<file path="config.mk">
export PLATFORM = sky130hd
export DESIGN_NAME = ppc_top
export DESIGN_NICKNAME = d
export VERILOG_FILES = /design/src/inc/ppc_pkg.sv /design/src/logic/ppc_sync.sv /design/src/logic/ppc_top.sv
export SDC_FILE = /design/constraint.sdc
export NUM_CORES = 1
export LEC_CHECK = 0
export BUFFER_PORTS_ARGS = -buffer_cell sky130_fd_sc_hd__buf_2
export CAP_MARGIN = 0
export CORE_MARGIN = 1
export CORE_UTILIZATION = 40
export CTS_CLUSTER_DIAMETER = 100
export DETAILED_ROUTE_END_ITERATION = 16
export PLACE_DENSITY_LB_ADDON = 0.1
export SKIP_LAST_GASP = 1
export SYNTH_ARGS = -nofsm -noshare
export SYNTH_HDL_FRONTEND = slang
export SYNTH_SLANG_ARGS = --single-unit
export TNS_END_PERCENT = 50
</file>
<file path="constraint.sdc">
create_clock -name ref_clk -period 8.8 [get_ports ref_clk]
set_input_delay 1.32 -clock ref_clk [delete_from_list [all_inputs] [get_ports ref_clk]]
set_output_delay 1.32 -clock ref_clk [all_outputs]
set_load 0.01 [all_outputs]
</file>
<file path="src/inc/ppc_pkg.sv">
package ppc_pkg;
  // register indices; byte address on the bus is four times the index
  localparam logic [9:0] IDX_P_EDGE_FLAGS = 10'h2F7;
  localparam logic [9:0] IDX_P_OC_GUARD   = 10'h2F9;
  localparam logic [9:0] IDX_P_OC_IRQ_ON  = 10'h2FA;
  localparam logic [9:0] IDX_P_OC_EVENT   = 10'h2FB;
  localparam logic [9:0] IDX_P_WEAK_DRIVE = 10'h2FD;
  localparam logic [9:0] IDX_L_LEVELS     = 10'h331;
  localparam logic [9:0] IDX_L_AUX        = 10'h333;
  localparam logic [9:0] IDX_L_PULL_DIR   = 10'h334;
  localparam logic [9:0] IDX_L_IRQ_ON     = 10'h336;
  localparam logic [9:0] IDX_PULL_ON      = 10'h340;
  localparam logic [9:0] IDX_PULL_DIR     = 10'h341;
  localparam logic [9:0] IDX_OUT_ENABLE   = 10'h342;
  localparam logic [9:0] IDX_OPEN_DRAIN   = 10'h343;
  localparam logic [9:0] IDX_IRQ_STATUS   = 10'h344;
  localparam logic [9:0] IDX_IRQ_CLEAR    = 10'h345;
  localparam logic [9:0] IDX_IRQ_ENABLE   = 10'h346;
  localparam logic [9:0] IDX_L_PULL_ON    = 10'h347;

  // widths
  localparam int ADDR_W  = 12;
  localparam int PORTX_N = 8;
  localparam int PORTP_N = 2;
  localparam int PORTL_N = 3;
  localparam int IRQ_N   = 6;
  localparam int SYNC_N  = PORTX_N + PORTL_N + 1;

  // status layout: port P edges, port L edges, over-current
  localparam int IRQ_P_LSB = 0;
  localparam int IRQ_L_LSB = 2;
  localparam int IRQ_OC    = 5;

  // reset values
  localparam logic [7:0]       RST_BYTE = 8'h00;
  localparam logic [IRQ_N-1:0] RST_IRQ  = 6'h00;
  localparam logic [31:0]      RD_ZERO  = 32'h0000_0000;
endpackage

</file>
<file path="src/logic/ppc_sync.sv">
`timescale 1ns/1ps
`default_nettype none
module ppc_sync #(
  parameter int WIDTH = 1
) (
  // clock and reset
  input  wire logic             ref_clk,
  input  wire logic             rst,
  // asynchronous levels in, settled levels out
  input  wire logic [WIDTH-1:0] asyncIn,
  output logic      [WIDTH-1:0] syncOut
);
  logic [WIDTH-1:0] stage1;

  // two flops; only the second stage reads the first
  always_ff @(posedge ref_clk or posedge rst) begin
    if (rst) begin
      stage1  <= '0;
      syncOut <= '0;
    end else begin
      stage1  <= asyncIn;
      syncOut <= stage1;
    end
  end
endmodule
`default_nettype wire

</file>
<file path="src/logic/ppc_top.sv">
// Contract
// - pull-enable bit set turns pin's pull on, cleared turns it off
// - push-pull output pins ignore pull-enable; no pull device active
// - open-drain output pins may only get a pullup, polarity ignored
// - polarity one picks pulldown, zero pullup, only while pull enabled
// - polarity also picks interrupt edge: one rising, zero falling
// - pulldown always goes with rising edge, pullup with falling edge except on open-drain outputs, where polarity one gives pullup and rising
`timescale 1ns/1ps
`default_nettype none
module ppc_top (
  // clock and reset
  input  wire logic                       ref_clk,
  input  wire logic                       rst,
  // avalon-mm slave
  input  wire logic [ppc_pkg::ADDR_W-1:0] avs_address,
  input  wire logic                       avs_read,
  input  wire logic                       avs_write,
  input  wire logic [31:0]                avs_writedata,
  input  wire logic [3:0]                 avs_byteenable,
  output logic      [31:0]                avs_readdata,
  output logic                            avs_waitrequest,
  // general port pins
  input  wire logic [ppc_pkg::PORTX_N-1:0] portXLevels,
  output logic      [ppc_pkg::PORTX_N-1:0] portXPullUp,
  output logic      [ppc_pkg::PORTX_N-1:0] portXPullDown,
  // port L input pins
  input  wire logic [ppc_pkg::PORTL_N-1:0] portLLevels,
  output logic      [ppc_pkg::PORTL_N-1:0] portLPullUp,
  output logic      [ppc_pkg::PORTL_N-1:0] portLPullDown,
  output logic      [ppc_pkg::PORTL_N-1:0] portLAuxChoice,
  // port P supply monitor and drive
  input  wire logic                       portPOvercurrent,
  output logic                            portPOvercurrentGuardOn,
  output logic                            portPWeakDrive,
  // interrupt
  output logic                            irq
);
  import ppc_pkg::*;

  logic [7:0]         pullOnBits;
  logic [7:0]         pullDirectionBits;
  logic [7:0]         outEnable;
  logic [7:0]         openDrain;
  logic [7:0]         portLPullOn;
  logic [7:0]         portLPullDirection;
  logic [7:0]         portLAuxReg;
  logic               ocGuardOn;
  logic               weakDrive;
  logic [IRQ_N-1:0]   irqStatus;
  logic [IRQ_N-1:0]   irqEnable;
  logic [IRQ_N-1:0]   next_irqStatus;
  logic [IRQ_N-1:0]   edgeEvents;
  logic [IRQ_N-1:0]   clearBits;
  logic [SYNC_N-1:0]  syncLevels;
  logic [SYNC_N-1:0]  prevLevels;
  logic [PORTX_N-1:0] xLevel;
  logic [PORTX_N-1:0] xPrev;
  logic [PORTL_N-1:0] lLevel;
  logic [PORTL_N-1:0] lPrev;
  logic               ocLevel;
  logic [PORTX_N-1:0] next_xUp;
  logic [PORTX_N-1:0] next_xDown;
  logic [PORTL_N-1:0] next_lUp;
  logic [PORTL_N-1:0] next_lDown;
  logic [9:0]         regIndex;
  logic               busReq;
  logic               wrAccept;
  logic [7:0]         wrByte;
  logic [7:0]         rdByte;

  // pin levels cross into the clock domain first
  ppc_sync #(
    .WIDTH(SYNC_N)
  ) u_sync (
    .ref_clk(ref_clk),
    .rst    (rst),
    .asyncIn({portPOvercurrent, portLLevels, portXLevels}),
    .syncOut(syncLevels)
  );

  assign xLevel  = syncLevels[PORTX_N-1:0];
  assign lLevel  = syncLevels[PORTX_N+PORTL_N-1:PORTX_N];
  assign ocLevel = syncLevels[SYNC_N-1];
  assign xPrev   = prevLevels[PORTX_N-1:0];
  assign lPrev   = prevLevels[PORTX_N+PORTL_N-1:PORTX_N];

  // bus decode; byte registers sit in lane 0
  assign regIndex = avs_address[ADDR_W-1:2];
  assign busReq   = avs_read | avs_write;
  assign wrAccept = avs_write & ~avs_waitrequest & avs_byteenable[0];
  assign wrByte   = avs_writedata[7:0];

  // one wait state: answer stands in the cycle after the request is seen
  always_ff @(posedge ref_clk or posedge rst) begin
    if (rst) begin
      avs_waitrequest <= 1'b1;
    end else if (busReq && avs_waitrequest) begin
      avs_waitrequest <= 1'b0;
    end else begin
      avs_waitrequest <= 1'b1;
    end
  end

  // read mux; unmapped and reserved bits read zero
  always_comb begin
    rdByte = RST_BYTE;
    case (regIndex)
      IDX_P_EDGE_FLAGS: rdByte[PORTP_N-1:0] = irqStatus[IRQ_L_LSB-1:IRQ_P_LSB];
      IDX_P_OC_GUARD:   rdByte[0] = ocGuardOn;
      IDX_P_OC_IRQ_ON:  rdByte[0] = irqEnable[IRQ_OC];
      IDX_P_OC_EVENT:   rdByte[0] = irqStatus[IRQ_OC];
      IDX_P_WEAK_DRIVE: rdByte[0] = weakDrive;
      IDX_L_LEVELS:     rdByte[PORTL_N-1:0] = lLevel;
      IDX_L_AUX:        rdByte[PORTL_N-1:0] = portLAuxReg[PORTL_N-1:0];
      IDX_L_PULL_DIR:   rdByte[PORTL_N-1:0] = portLPullDirection[PORTL_N-1:0];
      IDX_L_IRQ_ON:     rdByte[PORTL_N-1:0] = irqEnable[IRQ_OC-1:IRQ_L_LSB];
      IDX_PULL_ON:      rdByte = pullOnBits;
      IDX_PULL_DIR:     rdByte = pullDirectionBits;
      IDX_OUT_ENABLE:   rdByte = outEnable;
      IDX_OPEN_DRAIN:   rdByte = openDrain;
      IDX_IRQ_STATUS:   rdByte[IRQ_N-1:0] = irqStatus;
      IDX_IRQ_ENABLE:   rdByte[IRQ_N-1:0] = irqEnable;
      IDX_L_PULL_ON:    rdByte = portLPullOn;
      default:          rdByte = RST_BYTE;
    endcase
  end

  // read data loaded at the edge that drops waitrequest
  always_ff @(posedge ref_clk or posedge rst) begin
    if (rst) begin
      avs_readdata <= RD_ZERO;
    end else if (avs_read && avs_waitrequest) begin
      avs_readdata <= {24'h000000, rdByte};
    end
  end

  // configuration registers written by software
  always_ff @(posedge ref_clk or posedge rst) begin
    if (rst) begin
      pullOnBits         <= RST_BYTE;
      pullDirectionBits  <= RST_BYTE;
      outEnable          <= RST_BYTE;
      openDrain          <= RST_BYTE;
      portLPullOn        <= RST_BYTE;
      portLPullDirection <= RST_BYTE;
      portLAuxReg        <= RST_BYTE;
      ocGuardOn          <= 1'b0;
      weakDrive          <= 1'b0;
    end else if (wrAccept) begin
      case (regIndex)
        IDX_PULL_ON:      pullOnBits         <= wrByte;
        IDX_PULL_DIR:     pullDirectionBits  <= wrByte;
        IDX_OUT_ENABLE:   outEnable          <= wrByte;
        IDX_OPEN_DRAIN:   openDrain          <= wrByte;
        IDX_L_PULL_ON:    portLPullOn        <= wrByte;
        IDX_L_PULL_DIR:   portLPullDirection <= wrByte;
        IDX_L_AUX:        portLAuxReg        <= wrByte;
        IDX_P_OC_GUARD:   ocGuardOn          <= wrByte[0];
        IDX_P_WEAK_DRIVE: weakDrive          <= wrByte[0];
        default:          ocGuardOn          <= ocGuardOn;
      endcase
    end
  end

  // interrupt enables; port L and over-current bytes alias this register
  always_ff @(posedge ref_clk or posedge rst) begin
    if (rst) begin
      irqEnable <= RST_IRQ;
    end else if (wrAccept) begin
      case (regIndex)
        IDX_IRQ_ENABLE:  irqEnable <= wrByte[IRQ_N-1:0];
        IDX_L_IRQ_ON:    irqEnable[IRQ_OC-1:IRQ_L_LSB] <= wrByte[PORTL_N-1:0];
        IDX_P_OC_IRQ_ON: irqEnable[IRQ_OC] <= wrByte[0];
        default:         irqEnable <= irqEnable;
      endcase
    end
  end

  // previous sampled levels for edge detection
  always_ff @(posedge ref_clk or posedge rst) begin
    if (rst) begin
      prevLevels <= '0;
    end else begin
      prevLevels <= syncLevels;
    end
  end

  // per-pin pull control and edge choice
  genvar gi;
  generate
    for (gi = 0; gi < PORTX_N; gi++) begin : g_portx
      always_comb begin
        if (outEnable[gi] && !openDrain[gi]) begin
          next_xUp[gi]   = 1'b0;
          next_xDown[gi] = 1'b0;
        end else if (outEnable[gi]) begin
          next_xUp[gi]   = pullOnBits[gi];
          next_xDown[gi] = 1'b0;
        end else begin
          next_xUp[gi]   = pullOnBits[gi] & ~pullDirectionBits[gi];
          next_xDown[gi] = pullOnBits[gi] & pullDirectionBits[gi];
        end
      end
    end
    for (gi = 0; gi < PORTP_N; gi++) begin : g_portp_edge
      // same bit that picks the pulldown picks the rising edge
      assign edgeEvents[IRQ_P_LSB+gi] = pullDirectionBits[gi] ?
        (xLevel[gi] & ~xPrev[gi]) : (~xLevel[gi] & xPrev[gi]);
    end
    for (gi = 0; gi < PORTL_N; gi++) begin : g_portl
      // port L pins are input only, so pulls follow enable and polarity
      assign next_lUp[gi]   = portLPullOn[gi] & ~portLPullDirection[gi];
      assign next_lDown[gi] = portLPullOn[gi] & portLPullDirection[gi];
      assign edgeEvents[IRQ_L_LSB+gi] = portLPullDirection[gi] ?
        (lLevel[gi] & ~lPrev[gi]) : (~lLevel[gi] & lPrev[gi]);
    end
  endgenerate

  // over-current counts only while the guard is on
  assign edgeEvents[IRQ_OC] = ocGuardOn & ocLevel & ~prevLevels[SYNC_N-1];

  // write-one-to-clear through the clear register or the flag bytes
  always_comb begin
    clearBits = RST_IRQ;
    if (wrAccept) begin
      case (regIndex)
        IDX_IRQ_CLEAR:    clearBits = wrByte[IRQ_N-1:0];
        IDX_P_EDGE_FLAGS: clearBits[IRQ_L_LSB-1:IRQ_P_LSB] = wrByte[PORTP_N-1:0];
        IDX_P_OC_EVENT:   clearBits[IRQ_OC] = wrByte[0];
        default:          clearBits = RST_IRQ;
      endcase
    end
  end

  // a new event in the clear cycle survives: set wins
  assign next_irqStatus = (irqStatus & ~clearBits) | edgeEvents;

  // sticky flags are set regardless of enables
  always_ff @(posedge ref_clk or posedge rst) begin
    if (rst) begin
      irqStatus <= RST_IRQ;
    end else begin
      irqStatus <= next_irqStatus;
    end
  end

  // request follows the next status so it lines up with the flag
  always_ff @(posedge ref_clk or posedge rst) begin
    if (rst) begin
      irq <= 1'b0;
    end else begin
      irq <= |(next_irqStatus & irqEnable);
    end
  end

  // registered pin-facing controls
  always_ff @(posedge ref_clk or posedge rst) begin
    if (rst) begin
      portXPullUp             <= '0;
      portXPullDown           <= '0;
      portLPullUp             <= '0;
      portLPullDown           <= '0;
      portLAuxChoice          <= '0;
      portPOvercurrentGuardOn <= 1'b0;
      portPWeakDrive          <= 1'b0;
    end else begin
      portXPullUp             <= next_xUp;
      portXPullDown           <= next_xDown;
      portLPullUp             <= next_lUp;
      portLPullDown           <= next_lDown;
      portLAuxChoice          <= portLAuxReg[PORTL_N-1:0];
      portPOvercurrentGuardOn <= ocGuardOn;
      portPWeakDrive          <= weakDrive;
    end
  end
endmodule
`default_nettype wire

</file>
==> results of run 1 <==
## layer usage
| layer | wire (um) | part of all wire [%] | vias to the layer above |
|---|---|---|---|
| li1 | - | - | 1744 |
| met1 | 6170 | 45 | 1964 |
| met2 | 6650 | 49 | 147 |
| met3 | 697 | 5.1 | 13 |
| met4 | 175 | 1.3 | 0 |
| met5 | 0 | 0 | - |
## state kept, by name, indices dropped and copies added (netlist names), 3 cells and up
name	flops
irqEnable	6
portLPullDirection	3
portXPullDown	8
outEnable	8
portLAuxChoice	3
avs_readdata	8
portLPullOn	8
pullDirectionBits	8
openDrain	8
u_sync.syncOut	6
prevLevels	6
pullOnBits	8
irqStatus	6
portLPullUp	3
portXPullUp	8
u_sync.stage1	6
portLAuxReg	3
portLPullDown	3
## worst max-delay path by stage
| stage | startpoint | slack, ps | end |
|---|---|---|---|
| after detailed placement | avs_address[8] | 4990 | portLPullOn[5] |
| after global placement | avs_address[8] | 4990 | portLPullOn[1] |
| final | avs_address[8] | 5280 | portLPullOn[5] |
| after CTS | avs_address[8] | 5430 | portLPullOn[3] |
| after floorplan | rst | 4440 | avs_readdata[0] |
| after global routing | avs_address[8] | 5240 | portLPullOn[3] |
## cell families (layout without fill, tap and decap cells)
logic type	Yosys count	count (layout)
and+or+nand+nor	116	116
DFF	115	115
AOI/OAI and AO/OA	95	95
buffers and inverters	66	124
muxes	58	58
other	1	24
## power by group
group	leakage [nW]	internal, mW	switching, mW
clock network	0.316	0.501	0.238
registers	1.48	0.538	0.00567
logic	1.28	0.0187	0.0487
total	3.08	1.06	0.292
## placed cells by master (no fill, tap or decap), types with 4 or more instances in the layout
master / count
sky130_fd_sc_hd__dfrtp_1: 114
sky130_fd_sc_hd__buf_2: 65
sky130_fd_sc_hd__mux2_2: 48
sky130_fd_sc_hd__nand2_1: 30
sky130_fd_sc_hd__conb_1: 24
sky130_fd_sc_hd__o21ai_0: 23
sky130_fd_sc_hd__inv_1: 21
sky130_fd_sc_hd__a21oi_1: 20
sky130_fd_sc_hd__clkbuf_16: 17
sky130_fd_sc_hd__and3_1: 14
sky130_fd_sc_hd__nor2_1: 11
sky130_fd_sc_hd__nor2b_1: 9
sky130_fd_sc_hd__mux2i_1: 8
sky130_fd_sc_hd__a22oi_1: 7
sky130_fd_sc_hd__nor3_1: 7
sky130_fd_sc_hd__nand4b_1: 5
sky130_fd_sc_hd__nand3_1: 5
sky130_fd_sc_hd__a222oi_1: 5
sky130_fd_sc_hd__and3b_1: 5
sky130_fd_sc_hd__nor4_1: 5
sky130_fd_sc_hd__clkinv_2: 5
sky130_fd_sc_hd__buf_4: 5
sky130_fd_sc_hd__nand3b_1: 4
sky130_fd_sc_hd__a31oi_1: 4
sky130_fd_sc_hd__o22ai_1: 4
sky130_fd_sc_hd__a2bb2oi_1: 4
sky130_fd_sc_hd__and2_1: 4
sky130_fd_sc_hd__o41ai_1: 4
sky130_fd_sc_hd__clkbuf_8: 4
sky130_fd_sc_hd__bufinv_16: 4
## cell type report
cell class              instances  area [um2]  area share (%)
clock buffers                  22         484            7.70
clock inverters                10         153            2.43
inverters                      22        85.1            1.35
multi-input cells             293        2110            33.6
flip-flops and latches        115        2880            45.8
well taps                     172         215            3.42
repair buffers                 70         363            5.77
==> reports/results.md, run 1 <==
- **compound-gate portion of the synthesized area** 12.3%
- **Worst path depth** 5
- **Die Footprint** 13,500 um2
- **number of max-cap violations** 0
- **Die Width** 116 um
- **initial antenna violation count** 0
- **Clock Tree Root** sky130_fd_sc_hd__clkbuf_16
- **number of inserted diodes** 0
- **met1 capacity usage during global routing** 29.6%
- **Syn-to-layout area delta** 20.2%
- **maximum buffer depth of the clock tree** 2
- **tightest slew margin relative to the limit** 46.8%
- **category of the critical setup timing path** input pin to flip-flop
- **synthesized area per cell** 11.6 um2
- **post-CTS resize count** 0
- **setup TNS after final layout** 0 ps
- **number of instances in the synthesized netlist** 451
- **transition time at the pin with the least slew margin** 796 ps
- **starting utilization of the core area** 41.3%
- **GRT met2 Usage** 34.5%
- **core outline area** 12,700 um2
- **combinational family with the most area after synthesis** simple AND/OR/NAND/NOR gates
- **total leakage power** 3.08 nW
- **data arrival at the endpoint of the critical path** 3820 ps
- **number of placed instances, taps included** 672
- **Global Route Usage Sum** 22.4%
- **crit path time final** 3520 ps
- **Reg-to-Reg End** irq
- **post-synthesis instance area** 5240 um2
- **vias in the first global route** 3,798
- **endpoint type of the worst setup path** flip-flop
- **total number of vias** 3,868
- **count of buffering cells on the critical path with inverters included** 1
- **critical register-to-register path startpoint** avs_waitrequest
- **layout cells sized above 1** 30.5%
- **Final setup violation count** 0
- **utilization after layout** 49.6%
- **worst hold path endpoint** u_sync.syncOut[1]
- **slowest stage cell, crit path** sky130_fd_sc_hd__and3_1
- **setup slack of the worst register-to-register path** 6540 ps
- **xor/xnor cell area share of the yosys netlist** 0%
- **class of the tightest hold or removal check** flip-flop to flip-flop
- **worst r2r path cells** 5
- **cell-by-cell trace of the critical path** buf_2, or3b_1, nor2_1, and3_1, mux2_2
- **final RePlAce weighted congestion** 0.868
- **total non-filler cell area in the finished layout** 6290 um2
- **Final Slew Violations** 0
- **number of H-tree levels** 4
- **pwr dens** 214 nW/um2
- **layer carrying the most global-route usage** met2
- **main flop type after synthesis** sky130_fd_sc_hd__dfrtp_1
- **Synth Area in Simple Gates** 13.3%
- **CTS buffer count** 17
- **global-route congestion overflow total** 0
- **Max Clk Rate** 0.284 GHz
- **yosys synthesis warning count** 0
- **Row Count** 41
- **library cells used by synthesis** 60
- **worst voltage drop across the vdd grid** 0.000160 V
- **count of buffers added by post-CTS timing repair for setup** 0
- **post-route worst setup slack** 5280 ps
- **period utilisation layout** 40.0%
- **share of the synthesized area in the top cell type** 54.5%
- **number of enable-type register cells in the synthesized netlist** 0
- **DRC marker count from the first detailed-route iteration** 356
- **number of port buffers** 65
- **highest net fanout along the worst path** 10
- **number of standard cells in the layout, taps in and fillers out** 704
- **number of nets in the final layout** 583
- **largest cells by area after synthesis** sky130_fd_sc_hd__dfrtp_1, sky130_fd_sc_hd__mux2_2, sky130_fd_sc_hd__buf_4, sky130_fd_sc_hd__o21ai_0, sky130_fd_sc_hd__nand2_1
- **critical hold path startpoint** u_sync.stage1[1]
- **Worst EP required** 9100 ps
- **per-cell routed wire length** 19.5 um
- **clock edge transition at the registers on the reported setup and hold paths** 50 ps
- **met3 track demand over resource in global routing** 7.11%
- **filler cell count** 1,137
- **final clock skew** 13.9 ps
- **worst slack at placement** 4990 ps
- **hold_buf cts** 0
- **mux cell area share after synthesis** 12.7%
- **stage delay of the slowest cell on the critical path** 720 ps
- **Design Power** 1.35 mW
- **most frequent cell after synthesis** sky130_fd_sc_hd__dfrtp_1
- **WHS Path Cells** 0
- **share of synthesized area occupied by flip-flops and latches** 55.0%
- **area after detailed placement** 5650 um2
- **Antenna Violating Nets Remaining** 0
- **I/O pin cnt** 125
- **first-pass GRT wire length** 21,700 um
- **pin count of the biggest net entering global routing** 60
- **area share of fa/ha/maj cells after synthesis** 0%
- **async set-reset flop share out of synthesis** 100%
- **RSZ-0062 raised after global routing** no
- **latest clock arrival within the worst-skew pair** 420 ps
- **half-perimeter wire length after placement** 9160 um
- **number of synthesized register bits** 115
- **CTS tree** built
- **die extent in y** 116 um
- **most frequent cells after synthesis** sky130_fd_sc_hd__dfrtp_1, sky130_fd_sc_hd__mux2_2, sky130_fd_sc_hd__nand2_1, sky130_fd_sc_hd__buf_4, sky130_fd_sc_hd__o21ai_0
- **number of search-and-repair iterations in the first detailed-routing pass** 5
- **detailed-route vias per instance** 5.49
- **clk sink count** 115
- **final-report hold violation count** 0
- **number of design rule violations left after detail routing** 0
- **overall routed net length** 13,700 um
- **worst-case hold slack** 345 ps
- **cell type group with the largest total delay on the critical path** simple AND/OR/NAND/NOR gates
- **cell type with the highest aggregate area in the netlist** sky130_fd_sc_hd__dfrtp_1
- **Worst setup SP type** input pin
- **outcome** finished, final reports clean
No activity file was read; power rests on OpenSTA's default activity.
==> run 2, diff against run 1 <==
==> constraint.sdc (replaced) <==
create_clock -name ref_clk -period 3.43 [get_ports ref_clk]
set_input_delay 0.5145 -clock ref_clk [delete_from_list [all_inputs] [get_ports ref_clk]]
set_output_delay 0.5145 -clock ref_clk [all_outputs]
set_load 0.01 [all_outputs]
==> run 2 against run 1 <==
Against the previous run:
- worst hold slack got worse by 140 ps
- clock skew fell by 7.4 ps
- sequential cell count did not move
- sequential power rose to 2.6 times the previous value
- sequential share of layout area fell by 0.64 points
- utilization rose by 0.70 points
- count of clock-buffer cells in the layout fell by 1
- critical endpoint is now openDrain[6]
==> reports/results.md, run 2 (synthesized netlist as in run 1, its figures left out) <==
- **Die Width** 116 um
- **half-perimeter wire length after placement** 9250 um
- **setup TNS after final layout** 0 ps
- **CTS tree** built
- **highest net fanout along the worst path** 9
- **outcome** finished, final reports clean
- **transition time at the pin with the least slew margin** 894 ps
- **number of search-and-repair iterations in the first detailed-routing pass** 5
- **area after detailed placement** 5720 um2
- **class of the tightest hold or removal check** input pin to flip-flop
- **maximum buffer depth of the clock tree** 2
- **final-report hold violation count** 0
- **tightest slew margin relative to the limit** 40.3%
- **period utilisation layout** 71.0%
- **crit path time final** 2440 ps
- **RSZ-0062 raised after global routing** no
- **Worst EP required** 3720 ps
- **worst slack at placement** 600 ps
- **cell-by-cell trace of the critical path** buf_2, or3b_1, or2_1, nor2_2, nand2_1, mux2_2
- **hold_buf cts** 0
- **total leakage power** 3.13 nW
- **per-cell routed wire length** 19.2 um
- **Design Power** 3.53 mW
- **slowest stage cell, crit path** sky130_fd_sc_hd__or3b_1
- **Clock Tree Root** sky130_fd_sc_hd__clkbuf_16
- **total number of vias** 3,848
- **Cell Int Power** 2.79 mW
- **clk sink count** 115
- **pwr dens** 553 nW/um2
- **first-pass GRT wire length** 21,500 um
- **number of H-tree levels** 4
- **post-route worst setup slack** 993 ps
- **number of nets in the final layout** 591
- **layout cells sized above 1** 31.0%
- **Syn-to-layout area delta** 21.9%
- **Row Count** 41
- **number of placed instances, taps included** 680
- **global-route congestion overflow total** 0
- **Worst setup SP type** input pin
- **number of standard cells in the layout, taps in and fillers out** 711
- **WHS Path Cells** 1
- **final clock skew** 6.45 ps
- **count of buffers added by post-CTS timing repair for setup** 0
- **vias in the first global route** 3,696
- **Antenna Violating Nets Remaining** 0
- **post-CTS resize count** 0
- **stage delay of the slowest cell on the critical path** 530 ps
- **clock power share** 55.4%
- **Final setup violation count** 0
- **data arrival at the endpoint of the critical path** 2730 ps
- **commonest cells after routing, fill and taps aside** sky130_fd_sc_hd__dfrtp_1, sky130_fd_sc_hd__buf_2, sky130_fd_sc_hd__mux2_2
- **Switching Share** 20.9%
- **latest clock arrival within the worst-skew pair** 410 ps
- **number of design rule violations left after detail routing** 0
- **die extent in y** 116 um
- **starting utilization of the core area** 41.3%
- **number of inserted diodes** 0
- **Global Route Usage Sum** 22.3%
- **worst voltage drop across the vdd grid** 0.000311 V
- **combinational group share of total power** 5.1%
- **number of port buffers** 65
- **I/O pin cnt** 125
- **Final Slew Violations** 0
- **worst r2r path cells** 5
- **detailed-route vias per instance** 5.41
- **initial antenna violation count** 0
- **clock edge transition at the registers on the reported setup and hold paths** 50 ps
- **utilization after layout** 50.4%
- **DRC marker count from the first detailed-route iteration** 381
- **number of max-cap violations** 0
- **Flop pwr share** 39.5%
- **CTS buffer count** 17
- **endpoint type of the worst setup path** flip-flop
- **overall routed net length** 13,700 um
- **pin count of the biggest net entering global routing** 41
- **most common cell after layout, fill and taps aside** sky130_fd_sc_hd__dfrtp_1
- **switching power of the nets** 0.739 mW
- **core outline area** 12,700 um2
- **category of the critical setup timing path** input pin to flip-flop
- **worst-case hold slack** 203 ps
- **Max Clk Rate** 0.410 GHz
- **final RePlAce weighted congestion** 0.847
- **Die Footprint** 13,500 um2
- **total non-filler cell area in the finished layout** 6380 um2
run 2: cell types whose count changed in the layout (fill, tap and decap cells not counted), sizes merged:
cell	change
buf	+8
bufinv	+1
clkbuf	-1
clkinv	-1
clkinvlp	+1
inv	-1
run 2: worst max-delay path: cells and delay by family:
family | cells | cell delay [ps]
muxes | 1 | 430
buffers and inverters | 1 | 150
and+or+nand+nor | 4 | 1620
run 2: path summary, 6_finish.rpt:
path / from / to / slack (ps)
worst min register to register: u_sync.stage1[9] / u_sync.syncOut[9] / 350
min in group asynchronous: rst / portXPullDown[0] / 280
worst max-delay path: avs_address[8] / openDrain[6] / 990
worst max register to register: avs_waitrequest / irq / 1210
worst min-delay path: portXLevels[1] / u_sync.stage1[1] / 200
max in group asynchronous: rst / avs_readdata[5] / 2480
run 2: cell type report:
class	instances	area, um2
Clock buffer	21	480
Clock inverter	10	178
Fill cell	1145	6290
Inverter	22	86.3
Multi-Input combinational cell	293	2090
Sequential cell	115	2880
Tap cell	172	215
Timing Repair Buffer	78	448
run 2: power by group through the flow:
stage	clock network, mW	logic, mW	registers, mW
6_report	1.95	0.180	1.39
3_3_place_gp	0	0.180	1.42
2_1_floorplan	0	0.123	1.42
5_1_grt	2.05	0.202	1.40
3_5_place_dp	0	0.181	1.42
4_1_cts	1.99	0.181	1.39
run 2: metal layers:
metal	up-vias	global-route usage (%)	wire length [um]	part of all wire, %
met5	-	0	0	0
met4	0	10.4	419	3.1
met3	34	5.86	1060	7.8
met2	165	32.3	6060	44
met1	1898	31.1	6110	45
li1	1751	-	-	-
==> run 3, diff against run 2 <==
--- a/config.mk
+++ b/config.mk
@@ -5,6 +5,7 @@
 export SDC_FILE = /design/constraint.sdc
 export NUM_CORES = 1
 export LEC_CHECK = 0
+export ABC_AREA = 1
 export BUFFER_PORTS_ARGS = -buffer_cell sky130_fd_sc_hd__buf_2
 export CAP_MARGIN = 0
 export CORE_MARGIN = 1
==> constraint.sdc (replaced) <==
create_clock -name ref_clk -period 2.2 [get_ports ref_clk]
set_input_delay 0.33 -clock ref_clk [delete_from_list [all_inputs] [get_ports ref_clk]]
set_output_delay 0.33 -clock ref_clk [all_outputs]
set_load 0.01 [all_outputs]
==> run 3 against run 2 <==
Against the previous run:
- cell area fell by 0.29%
- critical endpoint is now irq
- final cell count rose by 27%
- total power rose by 43%
==> reports/results.md, run 3 <==
- **I/O pin cnt** 125
- **combinational group share of total power** 4.7%
- **number of enable-type register cells in the synthesized netlist** 0
- **total number of vias** 4,304
- **final clock skew** 4.11 ps
- **Final Slew Violations** 0
- **Syn-to-layout area delta** 20.6%
- **CTS buffer count** 17
- **Final setup violation count** 0
- **global-route congestion overflow total** 0
- **maximum buffer depth of the clock tree** 2
- **starting utilization of the core area** 41.5%
- **cell type with the highest aggregate area in the netlist** sky130_fd_sc_hd__dfrtp_1
- **final RePlAce weighted congestion** 0.845
- **count of buffers added by post-CTS timing repair for setup** 0
- **Worst setup SP type** flip-flop
- **first-pass GRT wire length** 21,300 um
- **Antenna Violating Nets Remaining** 0
- **data arrival at the endpoint of the critical path** 1830 ps
- **Clock Tree Root** sky130_fd_sc_hd__clkbuf_16
- **class of the tightest hold or removal check** input pin to async pin
- **library cells used by synthesis** 35
- **filler cell count** 1,261
- **switching power of the nets** 1.11 mW
- **number of H-tree levels** 4
- **setup TNS after final layout** 0 ps
- **Max Clk Rate** 0.652 GHz
- **Flop pwr share** 43.0%
- **Die Width** 117 um
- **core outline area** 12,700 um2
- **Global Route Usage Sum** 21.7%
- **main flop type after synthesis** sky130_fd_sc_hd__dfrtp_1
- **RSZ-0062 raised after global routing** no
- **DRC marker count from the first detailed-route iteration** 252
- **Cell Int Power** 3.92 mW
- **vias in the first global route** 4,055
- **most repeated library cell on the critical path** sky130_fd_sc_hd__nand2_1
- **number of standard cells in the layout, taps in and fillers out** 901
- **initial antenna violation count** 0
- **number of port buffers** 65
- **Die Footprint** 13,700 um2
- **layout cells sized above 1** 18.4%
- **worst-case hold slack** 5.10 ps
- **hold_buf cts** 4
- **cell-by-cell trace of the critical path** nand3b_4, inv_2, nand2_1, o21ai_1, nand2_1, nand2_1, nand2_1, nor2_1, nand2_1
- **pin count of the biggest net entering global routing** 70
- **async set-reset flop share out of synthesis** 100%
- **largest cells by area after synthesis** sky130_fd_sc_hd__dfrtp_1, sky130_fd_sc_hd__nand2_1, sky130_fd_sc_hd__inv_1, sky130_fd_sc_hd__o21ai_0, sky130_fd_sc_hd__o21ai_1
- **most frequent cell after synthesis** sky130_fd_sc_hd__nand2_1
- **final-report hold violation count** 0
- **slowest stage cell, crit path** sky130_fd_sc_hd__dfstp_2
- **clock power share** 52.3%
- **highest net fanout along the worst path** 13
- **pwr dens** 791 nW/um2
- **yosys synthesis warning count** 0
- **latest clock arrival within the worst-skew pair** 420 ps
- **clk sink count** 115
- **overall routed net length** 13,100 um
- **total leakage power** 3.21 nW
- **area after detailed placement** 5750 um2
- **stage delay of the slowest cell on the critical path** 370 ps
- **number of max-cap violations** 0
- **endpoint type of the worst setup path** flip-flop
- **share of the synthesized area in the top cell type** 54.1%
- **period utilisation layout** 69.7%
- **commonest cells after routing, fill and taps aside** sky130_fd_sc_hd__nand2_1, sky130_fd_sc_hd__dfrtp_1, sky130_fd_sc_hd__inv_1
- **total non-filler cell area in the finished layout** 6360 um2
- **most frequent cells after synthesis** sky130_fd_sc_hd__nand2_1, sky130_fd_sc_hd__dfrtp_1, sky130_fd_sc_hd__inv_1, sky130_fd_sc_hd__nor2_1, sky130_fd_sc_hd__o21ai_0
- **clock edge transition at the registers on the reported setup and hold paths** 50 ps
- **outcome** finished, final reports clean
- **worst voltage drop across the vdd grid** 0.000438 V
- **half-perimeter wire length after placement** 9650 um
- **number of synthesized register bits** 115
- **CTS tree** built
- **number of design rule violations left after detail routing** 0
- **Row Count** 41
- **crit path time final** 1530 ps
- **most common cell after layout, fill and taps aside** sky130_fd_sc_hd__nand2_1
- **die extent in y** 117 um
- **number of search-and-repair iterations in the first detailed-routing pass** 5
- **Switching Share** 22.1%
- **number of inserted diodes** 0
- **post-CTS resize count** 0
- **share of synthesized area occupied by flip-flops and latches** 54.6%
- **category of the critical setup timing path** flip-flop to flip-flop
- **Worst EP required** 2500 ps
- **synthesized area per cell** 8.37 um2
- **number of instances in the synthesized netlist** 630
- **number of placed instances, taps included** 865
- **per-cell routed wire length** 14.5 um
- **number of nets in the final layout** 780
- **post-synthesis instance area** 5280 um2
- **detailed-route vias per instance** 4.78
## run 3: cell types whose count changed after synthesis, moves of 22 or more
| cell | change |
|---|---|
| sky130_fd_sc_hd__mux2_2 | -48 |
| sky130_fd_sc_hd__o21ai_0 | +22 |
| sky130_fd_sc_hd__nor2_1 | +39 |
| sky130_fd_sc_hd__o21ai_1 | +44 |
| sky130_fd_sc_hd__nand2_1 | +155 |
| sky130_fd_sc_hd__inv_1 | +48 |
## run 3: through the flow
step	setup WS [ps]	total power, mW	util, %
2_1_floorplan	471	2.37	-
3_3_place_gp	335	2.43	45.2
3_5_place_dp	310	2.44	45.2
4_1_cts	649	5.10	50.0
5_1_grt	500	5.22	50.0
6_report	667	5.03	50.0
## run 3: worst paths after layout
kind / slack, ps / end / cells after the start / start
worst min-delay path: 5 / portXPullUp[3] / 3 / rst
worst max-delay path: 670 / irq / 9 / avs_waitrequest
max in group asynchronous: 1840 / portPOvercurrentGuardOn / 3 / rst
worst max register to register: 670 / irq / 9 / avs_waitrequest
min in group ref_clk: 20 / u_sync.stage1[8] / 1 / portLLevels[0]
worst min register to register: 350 / u_sync.syncOut[0] / 0 / u_sync.stage1[0]
## run 3: logic make-up after synthesis
logic type | Yosys count | share of synthesized area [%]
AND/OR/NAND/NOR | 291 | 24.4
flip-flops | 115 | 54.6
AO/OA/AOI/OAI | 113 | 11.0
buffers and inverters | 110 | 9.94
other | 1 | 0.0711
## run 3: power groups by stage
stage          Combinational, mW  Clock, mW  Sequential [mW]
2_1_floorplan              0.168          0             2.20
3_3_place_gp               0.233          0             2.20
3_5_place_dp               0.236          0             2.20
4_1_cts                    0.242       2.69             2.17
5_1_grt                    0.273       2.78             2.17
6_report                   0.237       2.63             2.17
## run 3: cell type report
class | instances | area, um2 | area share (%)
repair buffers | 75 | 435 | 6.85
multi-input cells | 428 | 1960 | 30.8
well taps | 172 | 215 | 3.38
flip-flops and latches | 115 | 2880 | 45.3
clock buffers | 22 | 464 | 7.30
clock inverters | 10 | 108 | 1.69
inverters | 79 | 302 | 4.74
## run 3: per-layer routing
layer	vias to the layer above	GRT usage (%)	part of all wire [%]
met3	23	4.79	5.2
met5	-	0	0
met4	0	11.1	3.0
li1	2124	-	-
met1	2048	29.0	46
met2	109	33.2	46
## run 3: worst max-delay path, delay by kind of cell (launching register included)
family / cells / cell delay [ps]
compound gates: 1 / 140
simple gates: 7 / 650
flops: 1 / 370
buf+inv: 1 / 250
